`src/rtc_pkg.sv`:
```
/*
 * Shared constants of the binary real-time clock: register byte offsets,
 * control field positions, reset values and the tick timing.
 * Assumes a 40 MHz system clock and a 32.768 kHz oscillator input.
 */
`default_nettype none

package rtc_pkg;

	// Register byte offsets, one aligned 32-bit word each.
	localparam logic [4:0] OFF_CONTROL = 5'h00;
	localparam logic [4:0] OFF_SEC_HIGH = 5'h04;
	localparam logic [4:0] OFF_SEC_LOW = 5'h08;
	localparam logic [4:0] OFF_SUBSEC = 5'h0c;
	localparam logic [4:0] OFF_ALARM_HIGH = 5'h10;
	localparam logic [4:0] OFF_ALARM_LOW = 5'h14;
	localparam logic [4:0] OFF_SS_RELOAD = 5'h18;
	localparam logic [4:0] OFF_TRIM = 5'h1c;

	// Control register bit positions.
	localparam int CTL_ENABLE = 0;
	localparam int CTL_WRITABLE = 1;
	localparam int CTL_CLKSEL = 2;
	localparam int CTL_SQW_EN = 3;
	localparam int CTL_TOD_EN = 4;
	localparam int CTL_SS_EN = 5;
	localparam int CTL_TOD_FLAG = 6;
	localparam int CTL_SS_FLAG = 7;

	// Software-writable control bits, and reset values.
	localparam logic [15:0] CTL_RW_MASK = 16'h003d;
	localparam logic [15:0] CONTROL_RESET = 16'h0000;
	localparam logic [31:0] SECONDS_RESET = 32'h0000_0000;
	localparam logic [7:0] BYTE_RESET = 8'h00;

	// Timing: rates in hertz, cycle counts derived from them.
	localparam int CLK_HZ = 40_000_000;
	localparam int TICK_HZ = 256;
	localparam int OSC_HZ = 32_768;
	localparam int TICK_CYCLES = CLK_HZ / TICK_HZ;
	localparam int OSC_DIV = OSC_HZ / TICK_HZ;
	localparam logic [7:0] SUBSEC_MAX = 8'hff;

endpackage
`default_nettype wire

```
`src/rtc_tick_if.sv`:
```
/*
 * Carrier between the clock core and its 256 Hz tick generator.
 * Assumes both ends run on the same system clock.
 */
`timescale 1ns/1ps
`default_nettype none

interface rtc_tick_if;
	logic run; // Clock enabled.
	logic useOsc; // Take ticks from the oscillator pin.
	logic oscEdge; // Synchronised rising edge of the oscillator.
	logic [7:0] trim; // Signed cycle correction per second.
	logic tick; // One-cycle 256 Hz tick.

	modport gen (input run, input useOsc, input oscEdge, input trim,
		output tick);
	modport core (output run, output useOsc, output oscEdge, output trim,
		input tick);
endinterface
`default_nettype wire

```
`src/rtc_tick_gen.sv`:
```
/*
 * Tick generator: one-cycle enable pulses at 256 Hz, either by dividing
 * the system clock with a once-per-second trim or by dividing the
 * synchronised oscillator edges. Assumes edges arrive already synchronised.
 */
`timescale 1ns/1ps
`default_nettype none

module rtc_tick_gen #(
	parameter int TickCycles = rtc_pkg::TICK_CYCLES
) (
	input wire logic ref_clk, // System clock.
	input wire logic rst_b, // Synchronous reset, active low.
	rtc_tick_if.gen tk // Control in, tick out.
);
	localparam int CW = $clog2(TickCycles + 256);

	logic [CW-1:0] cntReg;
	logic [7:0] idxReg;
	logic [6:0] oscCntReg;
	logic [CW-1:0] limit;
	logic intTick;
	logic oscTick;

	// The trim acts on one tick in 256, so a second stretches or shrinks
	// by trim cycles while every other tick keeps its nominal length.
	always_comb begin
		if (idxReg == 8'h00) begin
			limit = CW'(TickCycles - 1 + int'($signed(tk.trim)));
		end else begin
			limit = CW'(TickCycles - 1);
		end
	end

	assign intTick = (cntReg >= limit);
	assign oscTick = tk.oscEdge && (oscCntReg == 7'(rtc_pkg::OSC_DIV - 1));
	assign tk.tick = tk.run && (tk.useOsc ? oscTick : intTick);

	// System clock divider; held cleared while the clock is stopped.
	always_ff @(posedge ref_clk) begin
		if (!rst_b || !tk.run || tk.useOsc) begin
			cntReg <= '0;
		end else if (intTick) begin
			cntReg <= '0;
		end else begin
			cntReg <= cntReg + 1'b1;
		end
	end

	// Position within the second, selecting which tick gets the trim.
	always_ff @(posedge ref_clk) begin
		if (!rst_b || !tk.run) begin
			idxReg <= 8'h00;
		end else if (tk.tick) begin
			idxReg <= idxReg + 8'h01;
		end
	end

	// Oscillator edge divider.
	always_ff @(posedge ref_clk) begin
		if (!rst_b || !tk.run || !tk.useOsc) begin
			oscCntReg <= 7'h00;
		end else if (tk.oscEdge) begin
			oscCntReg <= oscCntReg + 7'h01;
		end
	end
endmodule // rtc_tick_gen
`default_nettype wire

```
`src/binary_rtc_with_alarms.sv`:
```
/*
 * Binary real-time clock with an 8-bit sub-second and a 32-bit seconds
 * counter, an auto-reload interval alarm and a one-shot time-of-day alarm,
 * reached over an Avalon-MM slave with waitrequest.
 * Assumes a 40 MHz ref_clk and an asynchronous 32.768 kHz oscillator pin.
 */
`timescale 1ns/1ps
`default_nettype none

module binary_rtc_with_alarms #(
	parameter int TickCycles = rtc_pkg::TICK_CYCLES
) (
	input wire logic ref_clk, // System clock, 40 MHz.
	input wire logic rst_b, // Synchronous reset, active low.
	input wire logic [4:0] avs_address, // Byte address.
	input wire logic avs_read, // Read request.
	input wire logic avs_write, // Write request.
	input wire logic [31:0] avs_writedata, // Write data.
	input wire logic [3:0] avs_byteenable, // Write byte lanes.
	output logic [31:0] avs_readdata, // Read data.
	output logic avs_waitrequest, // Stall while the answer is prepared.
	input wire logic oscPin, // 32.768 kHz oscillator, asynchronous.
	output logic sqwOut, // 1 Hz square wave when enabled.
	output logic todIrq, // Time-of-day alarm request.
	output logic subIrq // Interval alarm request.
);
	logic ackReg;
	logic wrEn;
	logic [15:0] controlReg;
	logic todFlagReg;
	logic ssFlagReg;
	logic [31:0] secondsReg;
	logic [7:0] subReg;
	logic [31:0] alarmReg;
	logic [7:0] reloadReg;
	logic [7:0] alarmCntReg;
	logic [7:0] trimReg;
	logic [31:0] readNext;
	logic oscMeta;
	logic oscSync;
	logic oscPrev;
	logic running;
	logic tick;
	logic secInc;
	logic todEvent;
	logic ssEvent;
	logic frozen;
	logic ctlWr;
	rtc_tick_if tk ();

	// Merge a 16-bit field with the enabled byte lanes of the write data.
	function automatic logic [15:0] merge16(input logic [15:0] old,
		input logic [15:0] data, input logic [1:0] be);
		logic [15:0] res;
		res = old;
		if (be[0]) begin
			res[7:0] = data[7:0];
		end
		if (be[1]) begin
			res[15:8] = data[15:8];
		end
		return res;
	endfunction

	// One wait state: the answer is ready on the second request cycle.
	assign avs_waitrequest = (avs_read || avs_write) && !ackReg;
	assign wrEn = avs_write && ackReg;
	assign ctlWr = wrEn && (avs_address == rtc_pkg::OFF_CONTROL);

	always_ff @(posedge ref_clk) begin
		if (!rst_b) begin
			ackReg <= 1'b0;
		end else begin
			ackReg <= (avs_read || avs_write) && !ackReg;
		end
	end

	// Oscillator pin synchroniser; only the second and third stages feed logic.
	always_ff @(posedge ref_clk) begin
		if (!rst_b) begin
			oscMeta <= 1'b0;
			oscSync <= 1'b0;
			oscPrev <= 1'b0;
		end else begin
			oscMeta <= oscPin;
			oscSync <= oscMeta;
			oscPrev <= oscSync;
		end
	end

	assign running = controlReg[rtc_pkg::CTL_ENABLE];
	assign frozen = !running;
	assign tk.run = running;
	assign tk.useOsc = controlReg[rtc_pkg::CTL_CLKSEL];
	assign tk.oscEdge = oscSync && !oscPrev;
	assign tk.trim = trimReg;
	assign tick = tk.tick;

	rtc_tick_gen #(
		.TickCycles(TickCycles)
	) u_tick (
		.ref_clk(ref_clk),
		.rst_b(rst_b),
		.tk(tk)
	);

	// Control configuration bits; the flags live in their own registers.
	always_ff @(posedge ref_clk) begin
		if (!rst_b) begin
			controlReg <= rtc_pkg::CONTROL_RESET;
		end else if (ctlWr) begin
			controlReg <= merge16(controlReg, avs_writedata[15:0],
				avs_byteenable[1:0]) & rtc_pkg::CTL_RW_MASK;
		end
	end

	// Sub-second counter: counts ticks while running, loadable when stopped.
	always_ff @(posedge ref_clk) begin
		if (!rst_b) begin
			subReg <= rtc_pkg::BYTE_RESET;
		end else if (running && tick) begin
			subReg <= subReg + 8'h01;
		end else if (frozen && wrEn && avs_byteenable[0] &&
			avs_address == rtc_pkg::OFF_SUBSEC) begin
			subReg <= avs_writedata[7:0];
		end
	end

	// Seconds advance on each sub-second wrap.
	assign secInc = running && tick && (subReg == rtc_pkg::SUBSEC_MAX);

	// Seconds counter. Loads while running are ignored, because a load
	// racing a carry would leave the two halves inconsistent.
	always_ff @(posedge ref_clk) begin
		if (!rst_b) begin
			secondsReg <= rtc_pkg::SECONDS_RESET;
		end else if (secInc) begin
			secondsReg <= secondsReg + 32'h0000_0001;
		end else if (frozen && wrEn) begin
			if (avs_address == rtc_pkg::OFF_SEC_HIGH) begin
				secondsReg[31:16] <= merge16(secondsReg[31:16],
					avs_writedata[15:0], avs_byteenable[1:0]);
			end else if (avs_address == rtc_pkg::OFF_SEC_LOW) begin
				secondsReg[15:0] <= merge16(secondsReg[15:0],
					avs_writedata[15:0], avs_byteenable[1:0]);
			end
		end
	end

	// Alarm value, reload and trim registers; always writable.
	always_ff @(posedge ref_clk) begin
		if (!rst_b) begin
			alarmReg <= rtc_pkg::SECONDS_RESET;
			reloadReg <= rtc_pkg::BYTE_RESET;
			trimReg <= rtc_pkg::BYTE_RESET;
		end else if (wrEn) begin
			case (avs_address)
			rtc_pkg::OFF_ALARM_HIGH: begin
				alarmReg[31:16] <= merge16(alarmReg[31:16],
					avs_writedata[15:0], avs_byteenable[1:0]);
			end
			rtc_pkg::OFF_ALARM_LOW: begin
				alarmReg[15:0] <= merge16(alarmReg[15:0],
					avs_writedata[15:0], avs_byteenable[1:0]);
			end
			rtc_pkg::OFF_SS_RELOAD: begin
				if (avs_byteenable[0]) begin
					reloadReg <= avs_writedata[7:0];
				end
			end
			rtc_pkg::OFF_TRIM: begin
				if (avs_byteenable[0]) begin
					trimReg <= avs_writedata[7:0];
				end
			end
			default: begin
			end
			endcase
		end
	end

	// Interval alarm: fires every reload+1 ticks, then reloads itself.
	assign ssEvent = running && controlReg[rtc_pkg::CTL_SS_EN] && tick &&
		(alarmCntReg == 8'h00);

	always_ff @(posedge ref_clk) begin
		if (!rst_b) begin
			alarmCntReg <= rtc_pkg::BYTE_RESET;
		end else if (!controlReg[rtc_pkg::CTL_SS_EN]) begin
			alarmCntReg <= reloadReg;
		end else if (ssEvent) begin
			alarmCntReg <= reloadReg;
		end else if (running && tick) begin
			alarmCntReg <= alarmCntReg - 8'h01;
		end
	end

	// Time-of-day alarm: one event on the increment that reaches the value.
	assign todEvent = secInc && controlReg[rtc_pkg::CTL_TOD_EN] &&
		(secondsReg + 32'h0000_0001 == alarmReg);

	// Sticky flags, cleared by writing one; a new event beats the clear.
	always_ff @(posedge ref_clk) begin
		if (!rst_b) begin
			todFlagReg <= 1'b0;
			ssFlagReg <= 1'b0;
		end else begin
			if (todEvent) begin
				todFlagReg <= 1'b1;
			end else if (ctlWr && avs_byteenable[0] &&
				avs_writedata[rtc_pkg::CTL_TOD_FLAG]) begin
				todFlagReg <= 1'b0;
			end
			if (ssEvent) begin
				ssFlagReg <= 1'b1;
			end else if (ctlWr && avs_byteenable[0] &&
				avs_writedata[rtc_pkg::CTL_SS_FLAG]) begin
				ssFlagReg <= 1'b0;
			end
		end
	end

	assign todIrq = todFlagReg && controlReg[rtc_pkg::CTL_TOD_EN];
	assign subIrq = ssFlagReg && controlReg[rtc_pkg::CTL_SS_EN];
	assign sqwOut = controlReg[rtc_pkg::CTL_SQW_EN] && running && subReg[7];

	// Read multiplexer; live counters are sampled without stalling them.
	always_comb begin
		readNext = 32'h0000_0000;
		case (avs_address)
		rtc_pkg::OFF_CONTROL: begin
			readNext[15:0] = controlReg;
			readNext[rtc_pkg::CTL_WRITABLE] = frozen;
			readNext[rtc_pkg::CTL_TOD_FLAG] = todFlagReg;
			readNext[rtc_pkg::CTL_SS_FLAG] = ssFlagReg;
		end
		rtc_pkg::OFF_SEC_HIGH: readNext[15:0] = secondsReg[31:16];
		rtc_pkg::OFF_SEC_LOW: readNext[15:0] = secondsReg[15:0];
		rtc_pkg::OFF_SUBSEC: readNext[7:0] = subReg;
		rtc_pkg::OFF_ALARM_HIGH: readNext[15:0] = alarmReg[31:16];
		rtc_pkg::OFF_ALARM_LOW: readNext[15:0] = alarmReg[15:0];
		rtc_pkg::OFF_SS_RELOAD: readNext[7:0] = reloadReg;
		rtc_pkg::OFF_TRIM: readNext[7:0] = trimReg;
		default: readNext = 32'h0000_0000;
		endcase
	end

	// Read data is captured while waitrequest is high and stands after.
	always_ff @(posedge ref_clk) begin
		if (!rst_b) begin
			avs_readdata <= 32'h0000_0000;
		end else if (avs_read && !ackReg) begin
			avs_readdata <= readNext;
		end
	end

	// Checks kept next to the logic they guard.
	property p_sub_step;
		@(posedge ref_clk) disable iff (!rst_b)
		(running && tick) |=> (subReg == $past(subReg) + 8'h01);
	endproperty
	a_sub_step: assert property (p_sub_step)
		else $error("Sub-second counter did not step on a tick.");

	property p_sec_carry;
		@(posedge ref_clk) disable iff (!rst_b)
		(running && tick && subReg == 8'hff) |=>
			(subReg == 8'h00) && (secondsReg == $past(secondsReg) + 1);
	endproperty
	a_sec_carry: assert property (p_sec_carry)
		else $error("Seconds did not advance on sub-second wrap.");

	property p_count_steady;
		@(posedge ref_clk) disable iff (!rst_b)
		(running && !tick) |=> $stable(secondsReg) && $stable(subReg);
	endproperty
	a_count_steady: assert property (p_count_steady)
		else $error("Counters moved without a tick while running.");

	property p_ss_reload;
		@(posedge ref_clk) disable iff (!rst_b)
		ssEvent |=> (alarmCntReg == $past(reloadReg)) && ssFlagReg;
	endproperty
	a_ss_reload: assert property (p_ss_reload)
		else $error("Interval alarm did not reload or flag.");

	property p_tod_hit;
		@(posedge ref_clk) disable iff (!rst_b)
		(secInc && controlReg[rtc_pkg::CTL_TOD_EN] &&
			secondsReg + 1 == alarmReg) |=>
			todFlagReg && (secondsReg == alarmReg);
	endproperty
	a_tod_hit: assert property (p_tod_hit)
		else $error("Time-of-day match did not raise its flag.");

	property p_sec_load;
		@(posedge ref_clk) disable iff (!rst_b)
		(frozen && wrEn && avs_address == rtc_pkg::OFF_SEC_LOW &&
			avs_byteenable == 4'hf)
			|=> (secondsReg[15:0] == $past(avs_writedata[15:0]));
	endproperty
	a_sec_load: assert property (p_sec_load)
		else $error("Stopped seconds low half did not load.");

	property p_flag_sticky;
		@(posedge ref_clk) disable iff (!rst_b)
		(todFlagReg && !ctlWr) |=> todFlagReg;
	endproperty
	a_flag_sticky: assert property (p_flag_sticky)
		else $error("Alarm flag dropped without a clear.");

	property p_one_wait;
		@(posedge ref_clk) disable iff (!rst_b)
		((avs_read || avs_write) && avs_waitrequest) |=> !avs_waitrequest;
	endproperty
	a_one_wait: assert property (p_one_wait)
		else $error("Bus request stalled for more than one cycle.");
endmodule // binary_rtc_with_alarms
`default_nettype wire

```
`config.mk`:
```
export PLATFORM = sky130hd
export DESIGN_NAME = binary_rtc_with_alarms
export DESIGN_NICKNAME = d
export VERILOG_FILES = /design/src/rtc_pkg.sv /design/src/rtc_tick_if.sv /design/src/rtc_tick_gen.sv /design/src/binary_rtc_with_alarms.sv
export SDC_FILE = /design/constraint.sdc
export NUM_CORES = 1
export LEC_CHECK = 0
export BUFFER_PORTS_ARGS = -buffer_cell sky130_fd_sc_hd__buf_2
export CELL_PAD_IN_SITES_DETAIL_PLACEMENT = 0
export CELL_PAD_IN_SITES_GLOBAL_PLACEMENT = 2
export CORE_MARGIN = 1.5
export CORE_UTILIZATION = 36
export CTS_CLUSTER_SIZE = 40
export DETAILED_ROUTE_END_ITERATION = 6
export GPL_TIMING_DRIVEN = 0
export PLACE_DENSITY = 0.79
export SETUP_SLACK_MARGIN = 0.2
export SLEW_MARGIN = 30
export SYNTH_ARGS = -nofsm -noshare
export SYNTH_HDL_FRONTEND = slang
export SYNTH_SLANG_ARGS = --single-unit
```
`constraint.sdc`:
```
create_clock -name ref_clk -period 4.96 [get_ports ref_clk]
set_clock_uncertainty 0.1 [all_clocks]
set_input_delay 0.744 -clock ref_clk [delete_from_list [all_inputs] [get_ports ref_clk]]
set_output_delay 0.744 -clock ref_clk [all_outputs]
set_load 0.05 [all_outputs]
```
-- Yosys cells after proc, flatten, opt, wreduce, memory -nomap -nowiden
Cells that the tools add are included.
- $add $sub $neg: 7
- $lt $le $gt $ge: 1
- eq/ne operators: 12
- muxes and demuxes: 20
- reductions and logical operators: 56
- operators with widths (operator ; number):
    two-way mux 32 bit ; 2
    case mux 8 bit (8 select lines) ; 1
    two-way mux 8 bit ; 7
    two-way mux 16 bit ; 3
    adder 32 x 1 -> 32 bit, second input constant ; 1
    == test 32 bit ; 1
    case mux 8 bit (4 select lines) ; 1
    logical AND 1 bit ; 24
    AND reduction 3 bit ; 8
    == test 5 bit, second input constant ; 4
    adder 18 x 1 -> 18 bit, second input constant ; 1
    adder 18 x 8 -> 18 bit, first input constant ; 1
    >= comparator 18 bit ; 1
    two-way mux 18 bit ; 1
    adder 8 x 1 -> 8 bit, second input constant ; 2
    zero test 8 bit ; 2
    nonzero test 2 bit ; 8
    == test 5 x 4 -> 1 bit, second input constant ; 2
    == test 8 bit, second input constant ; 1
    AND reduction 4 bit ; 2
    subtractor 8 x 1 -> 8 bit, second input constant ; 1
    adder 7 x 1 -> 7 bit, second input constant ; 1
    == test 7 bit, second input constant ; 1
    == test 5 x 3 -> 1 bit, second input constant ; 1
    8 further kinds ; 19
- register bits after elaboration: 156
- input bits: 46
- output and inout bits: 36
- word-level logic and storage cells: 119

-- Logic depth before layout (Yosys ltp)
Gate-level depths: netlist (run 1).
- word-level depth: 10
- gate-level depth with buffers: 17
- gate-level depth less buffers: 15

-- By module
A second synthesis (run 1) with hierarchy kept.
- cells, all modules: 1202
- area, all modules: 9286.4 um2
- modules (own cells, without submodules) (module ; times used ; cells each ; area an instance (um2) ; sequential area each (um2)):
    binary_rtc_with_alarms ; 1 ; 982 ; 7369.6 ; 2462.4
    rtc_tick_gen ; 1 ; 220 ; 1916.8 ; 660.6

-- Worst setup path before layout (run 1)
No wires, ideal clock.
- kind: flip-flop to flip-flop
- start: register u_tick.idxReg[0]
- end: register secondsReg[23]
- library setup time: 0.070 ns
- arrival time: 3.793 ns
- path slack: 0.997 ns
- cell stages (with the launch flop): 16
- path buffers: 1
- period minus slack after synthesis: 3.963 ns
- cells stage by stage: dfxtp_1 inv_1 ha_1 or4b_2 nor4_2 nand2_1 ha_1 nand2b_1 a21oi_1 o221a_1 o41a_1 or2_1 buf_2 or3_1 a21o_1 a21oi_1
- longest elaborated chain between the ends: 9
- elaborated cells between the ends (all ways): 12
- classes of those cells: 1 x order compare; 3 x mux; 8 x reduce/logical
- ends and longest elaborated chain (item ; RTL line ; source):
    from (decl) ; rtc_tick_gen.sv:19 ; logic [7:0] idxReg;
    from (signal assigned) ; rtc_tick_gen.sv:55 ; idxReg <= idxReg + 8'h01;
    zero test 8 bit * ; rtc_tick_gen.sv:28 ; if (idxReg == 8'h00) begin
    two-way mux 18 bit * ; rtc_tick_gen.sv:28 ;
    >= comparator 18 bit * ; rtc_tick_gen.sv:35 ; assign intTick = (cntReg >= limit);
    two-way mux 1 bit * ; rtc_tick_gen.sv:37 ; assign tk.tick = tk.run && (tk.useOsc ? oscTick : intTick);
    logical AND 1 bit * ; rtc_tick_gen.sv:37 ;
    logical AND 1 bit * (2 in a row) ; binary_rtc_with_alarms.sv:130 ; assign secInc = running && tick && (subReg == rtc_pkg::SUBSEC_MAX);
    nonzero test 2 bit (no line) ; -- ;
    AND reduction 3 bit (no line) ; -- ;
    to (signal assigned) ; binary_rtc_with_alarms.sv:136 ; secondsReg <= rtc_pkg::SECONDS_RESET;
    to (signal assigned) ; binary_rtc_with_alarms.sv:138 ; secondsReg <= secondsReg + 32'h0000_0001;
    to (signal assigned) ; binary_rtc_with_alarms.sv:141 ; secondsReg[31:16] <= merge16(secondsReg[31:16],
    to (decl) ; binary_rtc_with_alarms.sv:32 ; logic [31:0] secondsReg;
Every way passes the cells marked *; elsewhere a longest branch is shown, timed or not.
A chain may end at the register's enable or synchronous reset.

-- Worst setup path after layout (run 1)
- start: register u_tick.idxReg[0]
- end: register secondsReg[11]
- longest elaborated chain between the ends: 9
- elaborated cells between the ends (all ways): 13
- classes of those cells: 1 x order compare; 1 x eq/ne; 3 x mux; 8 x reduce/logical
- ends and longest elaborated chain (item ; RTL line ; source):
    zero test 8 bit * ; rtc_tick_gen.sv:28 ;
    two-way mux 18 bit * ; rtc_tick_gen.sv:28 ;
    >= comparator 18 bit * ; rtc_tick_gen.sv:35 ;
    two-way mux 1 bit * ; rtc_tick_gen.sv:37 ;
    logical AND 1 bit * ; rtc_tick_gen.sv:37 ;
    logical AND 1 bit * (2 in a row) ; binary_rtc_with_alarms.sv:130 ;
    != test 2 bit (no line) / nonzero test 2 bit (equally long branches) ; -- ;
    AND reduction 4 bit (no line) ; -- ;
    to (signal assigned) ; binary_rtc_with_alarms.sv:136 ;
    to (signal assigned) ; binary_rtc_with_alarms.sv:138 ;
    to (signal assigned) ; binary_rtc_with_alarms.sv:144 ; secondsReg[15:0] <= merge16(secondsReg[15:0],
Marked as above.

==> PnR_summary.wiki, run 1 <==
{| class="wikitable"
! Metric !! Value
|-
| Worst setup startpoint || u_tick.idxReg[0]
|-
| Worst reg-to-reg setup slack || 0.40 ns
|-
| Clock network latency to the later pin of the worst-skew pair || 0.45 ns
|-
| Post-synthesis cell count || 1131
|-
| Pin slew with the least headroom to its limit || 0.956 ns
|-
| Start point of the worst hold path || oscMeta
|-
| Register-to-Register Path Depth || 17
|-
| Final Critical Period || 4.56 ns
|-
| Root cell of the clock tree || sky130_fd_sc_hd__clkbuf_16
|-
| Count of unresolved DRC violations after routing || 1
|-
| Starting Density || 36.6%
|-
| Global router's overall resource usage || roughly 26%
|-
| Area of combinational cells with multiple inputs || 5390 um2
|-
| Share of total power in the clock network || 49.2%
|-
| Final clock period utilization by the worst path || 91.9%
|-
| Layout cells sized above 1 || 11.2%
|-
| Routability congestion estimate from global placement || 0.876
|-
| Switching pwr || 0.000727 W
|-
| Clock slew at the register clock pins of the worst setup and hold paths || 0.07 ns
|-
| Total of endpoints with negative setup slack in the final report || 0
|-
| Die area || 25600 um2
|-
| Number of nets with antenna violations after routing || 0
|-
| Count of flip-flops with a built-in enable after synthesis || 0
|-
| Top Ports || 82
|-
| Relative max-transition margin || ~36%
|-
| Synthesized flop and latch total || 156
|-
| Least setup slack across all paths after layout || 0.401 ns
|-
| Critical path arrival || 4.79 ns
|-
| Diodes inserted || 0
|-
| Vertical extent of the die || 160 um
|-
| Static leakage power || 3.73 nW
|-
| Max Transition Viols Final || 0
|-
| Final wirelength || 32800 um
|-
| Drt first-iter violations || 807
|-
| Routed wire per std cell || between 20 and 25 um
|-
| Sequential share of the synthesized area || 35.2%
|-
| Violations in the final reports || design-rule violations
|-
| Endpoint with the worst hold slack || oscSync
|-
| CTS buffer count || 17
|-
| Class of the tightest hold or removal check || reg -> reg
|-
| Total power divided by cell area || 278 nW/um2
|-
| First-pass GRT wire length || approximately 50000 um
|-
| Element type at the critical path end || flop
|-
| CTS H-tree lvls || 4
|-
| Number of iterations in the first detailed-routing pass || 7
|-
| Post-synthesis async set-or-reset flop share || 0%
|-
| Total power || between 0.002 and 0.003 W
|-
| Maximum fanout encountered on the critical timing path || 10
|-
| Placed inst area || roughly 9600 um2
|-
| Max-capacitance violation count || 0
|-
| CTS tree || built
|-
| Fraction of power spent switching nets || 25.6%
|-
| Area used by sequential logic in the layout || about 3100 um2
|-
| RSZ-0062 raised after global routing || no
|-
| Count of vias placed by the detailed router || roughly 8500
|-
| Worst VDD drop || roughly 140 uV
|-
| Final-layout fill cell count || 2547
|-
| Antenna violations before repair || 0
|-
| Number of buffers added on ports || 40
|-
| Run status || finished, violations left
|-
| Core outline area || 24200 um2
|-
| Clock sinks || about 160
|-
| Critical Path Source Type || flop
|-
| Total number of nets in the final design || roughly 1300
|-
| Maximum number of pins on one net before global-route repair || 17
|-
| Number of rows created at floorplan || 57
|-
| Type of the worst setup path || reg -> reg
|-
| Flip-flop cell with the highest count after synthesis || sky130_fd_sc_hd__dfxtp_1
|-
| Half-perimeter wire length after detailed placement || about 24000 um
|-
| Final total negative setup slack || 0 ns
|-
| Area growth from synthesis to layout || 15.2%
|-
| Avg Synthesized Cell Area || 7.84 um2
|-
| Part of the power in combinational logic || 6.2%
|-
| Cell variety after synth || 71
|-
| Yosys warns || 0
|-
| Cell depth of the worst min-delay path || 1
|-
| Die outline width || roughly 160 um
|-
| Upper clock frequency limit || 219 MHz
|-
| Part of the power in registers || 44.6%
|-
| R2R Path Start || u_tick.idxReg[0]
|-
| Cell-internal power || 0.00211 W
|-
| Vias per Instance || ~5.5
|-
| Terminus of the critical flop-to-flop path || secondsReg[11]
|-
| Overall overflow remaining after global route || 0
|-
| Pre-CTS setup slack || -0.257 ns
|-
| Post-layout instance area || 10200 um2
|-
| Maximum clock insertion buffer count || 2
|-
| Combined area of all synthesized cells || approximately 9000 um2
|-
| Number of global-route vias before repair || around 8000
|-
| Final Hold Viols || 0
|-
| Worst path required time || just over 5 ns
|}
## cell usage after synthesis (3+ instances only)
library cell,number,area share (%)
sky130_fd_sc_hd__dfxtp_1,156,35
sky130_fd_sc_hd__nor2_1,139,5.9
sky130_fd_sc_hd__nand2_1,130,5.5
sky130_fd_sc_hd__a21oi_1,110,6.2
sky130_fd_sc_hd__o21ai_0,61,3.4
sky130_fd_sc_hd__xnor2_1,46,4.5
sky130_fd_sc_hd__clkbuf_1,43,1.8
sky130_fd_sc_hd__nand3_1,40,2.3
sky130_fd_sc_hd__xor2_1,39,3.9
sky130_fd_sc_hd__mux2i_1,34,3.8
sky130_fd_sc_hd__and3_1,27,1.9
sky130_fd_sc_hd__and2_1,23,1.6
sky130_fd_sc_hd__ha_1,18,2.5
sky130_fd_sc_hd__nor3_1,18,1.0
sky130_fd_sc_hd__buf_4,16,1.4
sky130_fd_sc_hd__inv_1,16,0.68
sky130_fd_sc_hd__nand4_1,15,1.1
sky130_fd_sc_hd__a222oi_1,14,1.6
sky130_fd_sc_hd__or3_1,14,0.99
sky130_fd_sc_hd__a22oi_1,13,1.1
sky130_fd_sc_hd__a21o_1,12,1.0
sky130_fd_sc_hd__buf_2,12,0.68
sky130_fd_sc_hd__a221oi_1,11,1.1
sky130_fd_sc_hd__a31oi_1,9,0.64
sky130_fd_sc_hd__a32oi_1,8,0.79
sky130_fd_sc_hd__and4_1,8,0.79
sky130_fd_sc_hd__nor2b_1,8,0.56
sky130_fd_sc_hd__buf_1,7,0.30
sky130_fd_sc_hd__nor4_1,6,0.42
sky130_fd_sc_hd__nand2b_1,5,0.35
sky130_fd_sc_hd__a211oi_1,4,0.34
sky130_fd_sc_hd__nand3b_1,4,0.34
sky130_fd_sc_hd__nor3b_1,4,0.34
sky130_fd_sc_hd__o21a_1,4,0.34
sky130_fd_sc_hd__a21boi_0,3,0.25
sky130_fd_sc_hd__a22o_1,3,0.30
sky130_fd_sc_hd__nor3_2,3,0.34
sky130_fd_sc_hd__o21ai_1,3,0.17
sky130_fd_sc_hd__or2_2,3,0.21
sky130_fd_sc_hd__or4_1,3,0.25
## flip-flops by register name, summed over array words and instances, names as in the netlist, 7 cells and up
register          flops
tk.trim               8
alarmReg             32
secondsReg           32
reloadReg             8
avs_readdata         16
u_tick.oscCntReg      7
u_tick.idxReg         8
subReg                8
u_tick.cntReg        18
alarmCntReg           8
## cell usage in the layout (no fill, tap or decap), types with 15 or more instances in the layout
cell type	n
sky130_fd_sc_hd__xor2_1	39
sky130_fd_sc_hd__buf_4	17
sky130_fd_sc_hd__and3_1	27
sky130_fd_sc_hd__o21ai_0	61
sky130_fd_sc_hd__mux2i_1	34
sky130_fd_sc_hd__nor2_1	139
sky130_fd_sc_hd__inv_1	16
sky130_fd_sc_hd__nand3_1	40
sky130_fd_sc_hd__conb_1	16
sky130_fd_sc_hd__dfxtp_1	156
sky130_fd_sc_hd__ha_1	18
sky130_fd_sc_hd__clkbuf_16	17
sky130_fd_sc_hd__nand4_1	15
sky130_fd_sc_hd__a21oi_1	110
sky130_fd_sc_hd__clkbuf_1	41
sky130_fd_sc_hd__nand2_1	130
sky130_fd_sc_hd__nor3_1	17
sky130_fd_sc_hd__xnor2_1	46
sky130_fd_sc_hd__buf_2	49
sky130_fd_sc_hd__and2_1	23
## worst max-delay path, stage by stage (launching register included)
cell and delay (ns):
sky130_fd_sc_hd__dfxtp_1 0.36, sky130_fd_sc_hd__inv_1 0.07, sky130_fd_sc_hd__ha_1 0.17, sky130_fd_sc_hd__or4b_2 0.63
sky130_fd_sc_hd__nor4_4 0.22, sky130_fd_sc_hd__buf_4 0.20, sky130_fd_sc_hd__nand2_1 0.07, sky130_fd_sc_hd__ha_1 0.28
sky130_fd_sc_hd__nand2b_1 0.09, sky130_fd_sc_hd__a21oi_1 0.08, sky130_fd_sc_hd__o221a_1 0.26, sky130_fd_sc_hd__o41a_2 0.62
sky130_fd_sc_hd__or2_4 0.33, sky130_fd_sc_hd__clkbuf_4 0.22, sky130_fd_sc_hd__clkbuf_4 0.23, sky130_fd_sc_hd__nand2_1 0.22
sky130_fd_sc_hd__o21ai_0 0.15, sky130_fd_sc_hd__o211a_1 0.14
## cell families after synthesis
logic type / Yosys count / share of synthesized area (%)
AND/OR/NAND/NOR: 464 / 25.5
AO/OA/AOI/OAI: 273 / 19.1
flip-flops: 156 / 35.2
buffers and inverters: 98 / 5.11
XOR/XNOR: 85 / 8.40
multiplexers: 36 / 4.09
adder cells (fa/ha/maj): 18 / 2.54
other: 1 / 0.0423
## how the worst max path moves through the flow
stage                           to  slack, ns  depth (start not counted)
floorplan           secondsReg[23]        1.0                         15
global placement    secondsReg[19]      -0.33                         15
detailed placement  secondsReg[14]      -0.26                         16
CTS                 secondsReg[14]       0.25                         17
global route        secondsReg[11]       0.21                         17
finish              secondsReg[11]       0.40                         17
## through the flow
stage / hold WS (ns) / utilization (%) / std cells
floorplan: 0.312 / - / 1146
global placement: 0.317 / 39.3 / 1510
detailed placement: 0.324 / 39.4 / 1511
CTS: 0.340 / 42.0 / 1544
global route: 0.366 / 42.1 / 1544
finish: 0.337 / 42.1 / 1544
## power by group through the flow
stage               Clock (W)  Sequential, W  Combinational, W
floorplan                   0        0.00131         0.0000949
global route          0.00147        0.00127          0.000186
CTS                   0.00141        0.00127          0.000176
detailed placement          0        0.00129          0.000175
global placement            0        0.00129          0.000175
finish                0.00139        0.00127          0.000176
## cell type report
| type | count | area share, % |
|---|---|---|
| Tap cell | 324 | 3.97 |
| Clock inverter | 12 | 1.58 |
| Timing Repair Buffer | 42 | 2.08 |
| Inverter | 17 | 0.625 |
| Buffer | 81 | 3.99 |
| Clock buffer | 20 | 4.37 |
| Multi-Input combinational cell | 892 | 52.8 |
| Sequential cell | 156 | 30.6 |
## what timing repair did
action,in CTS,in global routing
pin swaps,1,0
resized for setup,4,13
hold buffers,0,0
hold endpoints to repair,0,0
setup buffers,1,0
endpoints found under the setup margin,49,34
## per-layer routing
metal / share of wire, % / up-vias / track usage, %
met1: 48 / 4050 / 37.7
met3: 6.3 / 39 / 3.87
met5: 0 / - / 0
met4: 1.6 / 0 / 6.58
met2: 44 / 299 / 40.2
li1: - / 4146 / -
Power figures use the tool's default switching activity.
==> inputs of run 2 (changes only) <==
--- a/config.mk
+++ b/config.mk
@@ -8,6 +8,7 @@
 export BUFFER_PORTS_ARGS = -buffer_cell sky130_fd_sc_hd__buf_2
 export CELL_PAD_IN_SITES_DETAIL_PLACEMENT = 0
 export CELL_PAD_IN_SITES_GLOBAL_PLACEMENT = 2
+export CORE_ASPECT_RATIO = 0.8
 export CORE_MARGIN = 1.5
 export CORE_UTILIZATION = 36
 export CTS_CLUSTER_SIZE = 40
==> PnR_summary.wiki, run 2 (synthesized netlist as in run 1, its figures left out) <==
{| class="wikitable"
! Metric !! Value
|-
| Run status || finished clean
|-
| Final clock period utilization by the worst path || 90.4% (-1.5 points)
|-
| Max-capacitance violation count || 0 (unchanged)
|-
| Max Transition Viols Final || 0 (unchanged)
|-
| Vias per Instance || 5.64 (+2.1%)
|-
| Grt met2 use || 36.5% (-3.7 points)
|-
| Total of endpoints with negative setup slack in the final report || 0 (unchanged)
|-
| Overall overflow remaining after global route || 0 (unchanged)
|-
| Hold Buf Count CTS || 0 (unchanged)
|-
| CTS H-tree lvls || 4 (unchanged)
|-
| Total number of nets in the final design || 1273 (+0.16%)
|-
| Worst path required time || 5.15 ns (-0.04 ns)
|-
| Number of nets with antenna violations after routing || 0 (unchanged)
|-
| Fin Hold WS || 0.343 ns (+0.00641 ns)
|-
| Global router's overall resource usage || 26.3% (+0.30 points)
|-
| Diodes inserted || 0 (unchanged)
|-
| Area growth from synthesis to layout || 15.8%
|-
| Starting Density || 36.6% (unchanged)
|-
| Maximum fanout encountered on the critical timing path || 10 (unchanged)
|-
| Number of iterations in the first detailed-routing pass || 5 (-2)
|-
| Relative max-transition margin || 34.0% (-2.0 points)
|-
| Vertical extent of the die || 143 um (-10%)
|-
| Type of the worst setup path || reg -> reg
|-
| Element type at the critical path end || flop
|-
| Critical path, cell by cell || inv_1, ha_1, or4b_2, nor4_4, buf_4, nor4bb_2, ha_1, nand2_1, o211ai_1, a311oi_1, o41a_1, buf_4, or2_4, buf_2, buf_2, a21oi_1, o21ai_0, a21oi_1
|-
| Core outline area || 24200 um2 (unchanged)
|-
| Critical path arrival || 4.67 ns (-0.12 ns)
|-
| Critical Path Source Type || flop
|-
| Number of buffers added on ports || 40 (unchanged)
|-
| Routability congestion estimate from global placement || 0.918 (+4.7%)
|-
| Clock slew at the register clock pins of the worst setup and hold paths || 0.07 ns (about the same)
|-
| Die area || 25600 um2 (about the same)
|-
| Final-layout fill cell count || 2540 (-0.27%)
|-
| Top Ports || 82 (unchanged)
|-
| Half-perimeter wire length after detailed placement || 24600 um (+1.8%)
|-
| Most used routing layer in global routing || met1
|-
| CTS buffer count || 17 (unchanged)
|-
| Final Critical Period || 4.48 ns (-0.0750 ns)
|-
| Final wirelength || 32800 um (-0.11%)
|-
| Met3 Resource Use GR || 6.43% (+2.6 points)
|-
| Total buffers and inverters traversed by the critical path || 5 (+1)
|-
| CTS tree || built
|-
| Most used cells in the layout excluding fill and tap cells || 156 x sky130_fd_sc_hd__dfxtp_1, 139 x sky130_fd_sc_hd__nor2_1, 130 x sky130_fd_sc_hd__nand2_1
|-
| Crit-path leading delay family || simple AND/OR/NAND/NOR gates
|-
| Cell with the largest stage delay on the worst path || sky130_fd_sc_hd__or4b_2
|-
| Worst reg-to-reg setup slack || 0.48 ns (+0.07 ns)
|-
| Layout cells sized above 1 || 11.3% (+0.063 points)
|-
| Final cell utilization of the core || 42.3% (+0.23 points)
|-
| RSZ-0062 raised after global routing || yes
|-
| Final total negative setup slack || 0 ns (unchanged)
|-
| Total power divided by cell area || 289 nW/um2 (+4.0%)
|-
| Number of global-route vias before repair || 7826 (-1.9%)
|-
| Routed wire per std cell || 21.3 um (+0.15%)
|-
| Clock network latency to the later pin of the worst-skew pair || 0.44 ns (about the same)
|-
| Maximum number of pins on one net before global-route repair || 17 (unchanged)
|-
| Largest regs || alarmReg: 32 flops, secondsReg: 32 flops, u_tick.cntReg: 18 flops
|-
| Pin slew with the least headroom to its limit || 0.987 ns (+0.0313 ns)
|-
| Leading cell type in the layout, fill and taps excluded || sky130_fd_sc_hd__dfxtp_1
|-
| Class of the tightest hold or removal check || reg -> reg
|-
| Drt first-iter violations || 1090 (+35%)
|-
| Upper clock frequency limit || 223 MHz (+1.7%)
|-
| Final Hold Viols || 0 (unchanged)
|-
| First-pass GRT wire length || 49300 um (-1.5%)
|-
| Worst VDD drop || 232 uV (+67%)
|-
| Clock sinks || 156 (unchanged)
|-
| Maximum clock insertion buffer count || 2 (unchanged)
|-
| Root cell of the clock tree || sky130_fd_sc_hd__clkbuf_16
|-
| Number of rows created at floorplan || 51 (-11%)
|-
| Maximum single-stage delay on the critical path || 0.62 ns (about the same)
|-
| Antenna violations before repair || 0 (unchanged)
|-
| Count of unresolved DRC violations after routing || 0 (-1)
|-
| Met1 global-route usage || 40.5% (+2.8 points)
|-
| Count of vias placed by the detailed router || 8693 (+1.9%)
|-
| Die outline width || 178 um (+12%)
|-
| Static leakage power || 3.77 nW (+1.1%)
|}
## run 2: worst paths after layout
path	start	cells past startpoint	to
setup / recovery	u_tick.idxReg[0]	18	secondsReg[5]
hold / removal	oscMeta	1	oscSync
setup reg to reg	u_tick.idxReg[0]	18	secondsReg[5]
hold reg to reg	oscMeta	1	oscSync
## run 2: cell type report
type / instances / area, um2 / share of cell area [%]
plain buffers: 80 / 393 / 3.83
repair buffers: 45 / 235 / 2.29
well taps: 318 / 398 / 3.88
multi-input cells: 892 / 5380 / 52.4
flip-flops and latches: 156 / 3120 / 30.4
clock inverters: 12 / 206 / 2.01
clock buffers: 20 / 467 / 4.55
inverters: 17 / 63.8 / 0.622
## run 2: where the power goes
part           switching [W]  leakage (nW)  internal [W]
clock               0.000582         0.328      0.000940
combinational       0.000141          2.19     0.0000387
sequential        0.00000547          1.26       0.00126
total               0.000728          3.77       0.00224
## run 2: what timing repair did
action	CTS	global route
pin swaps	1	0
setup endpoints to repair	39	55
gates resized for setup	1	8
hold endpoints to repair	0	0
setup buffers	3	1
## run 2: metal layers
layer,part of all wire (%),up-vias
met3,9.7,26
met2,40,392
li1,-,4162
met4,0.94,0
met1,49,4113
met5,0,-
## run 2: stage by stage
stage          cells  power, W  setup WS, ns  instance area [um2]
2_1_floorplan   1146   0.00140         0.997                 8920
3_3_place_gp    1504   0.00147        -0.334                 9520
3_5_place_dp    1505   0.00147       -0.0216                 9540
4_1_cts         1540   0.00299         0.233                10200
5_1_grt         1540   0.00305         0.190                10300
6_report        1540   0.00297         0.476                10300
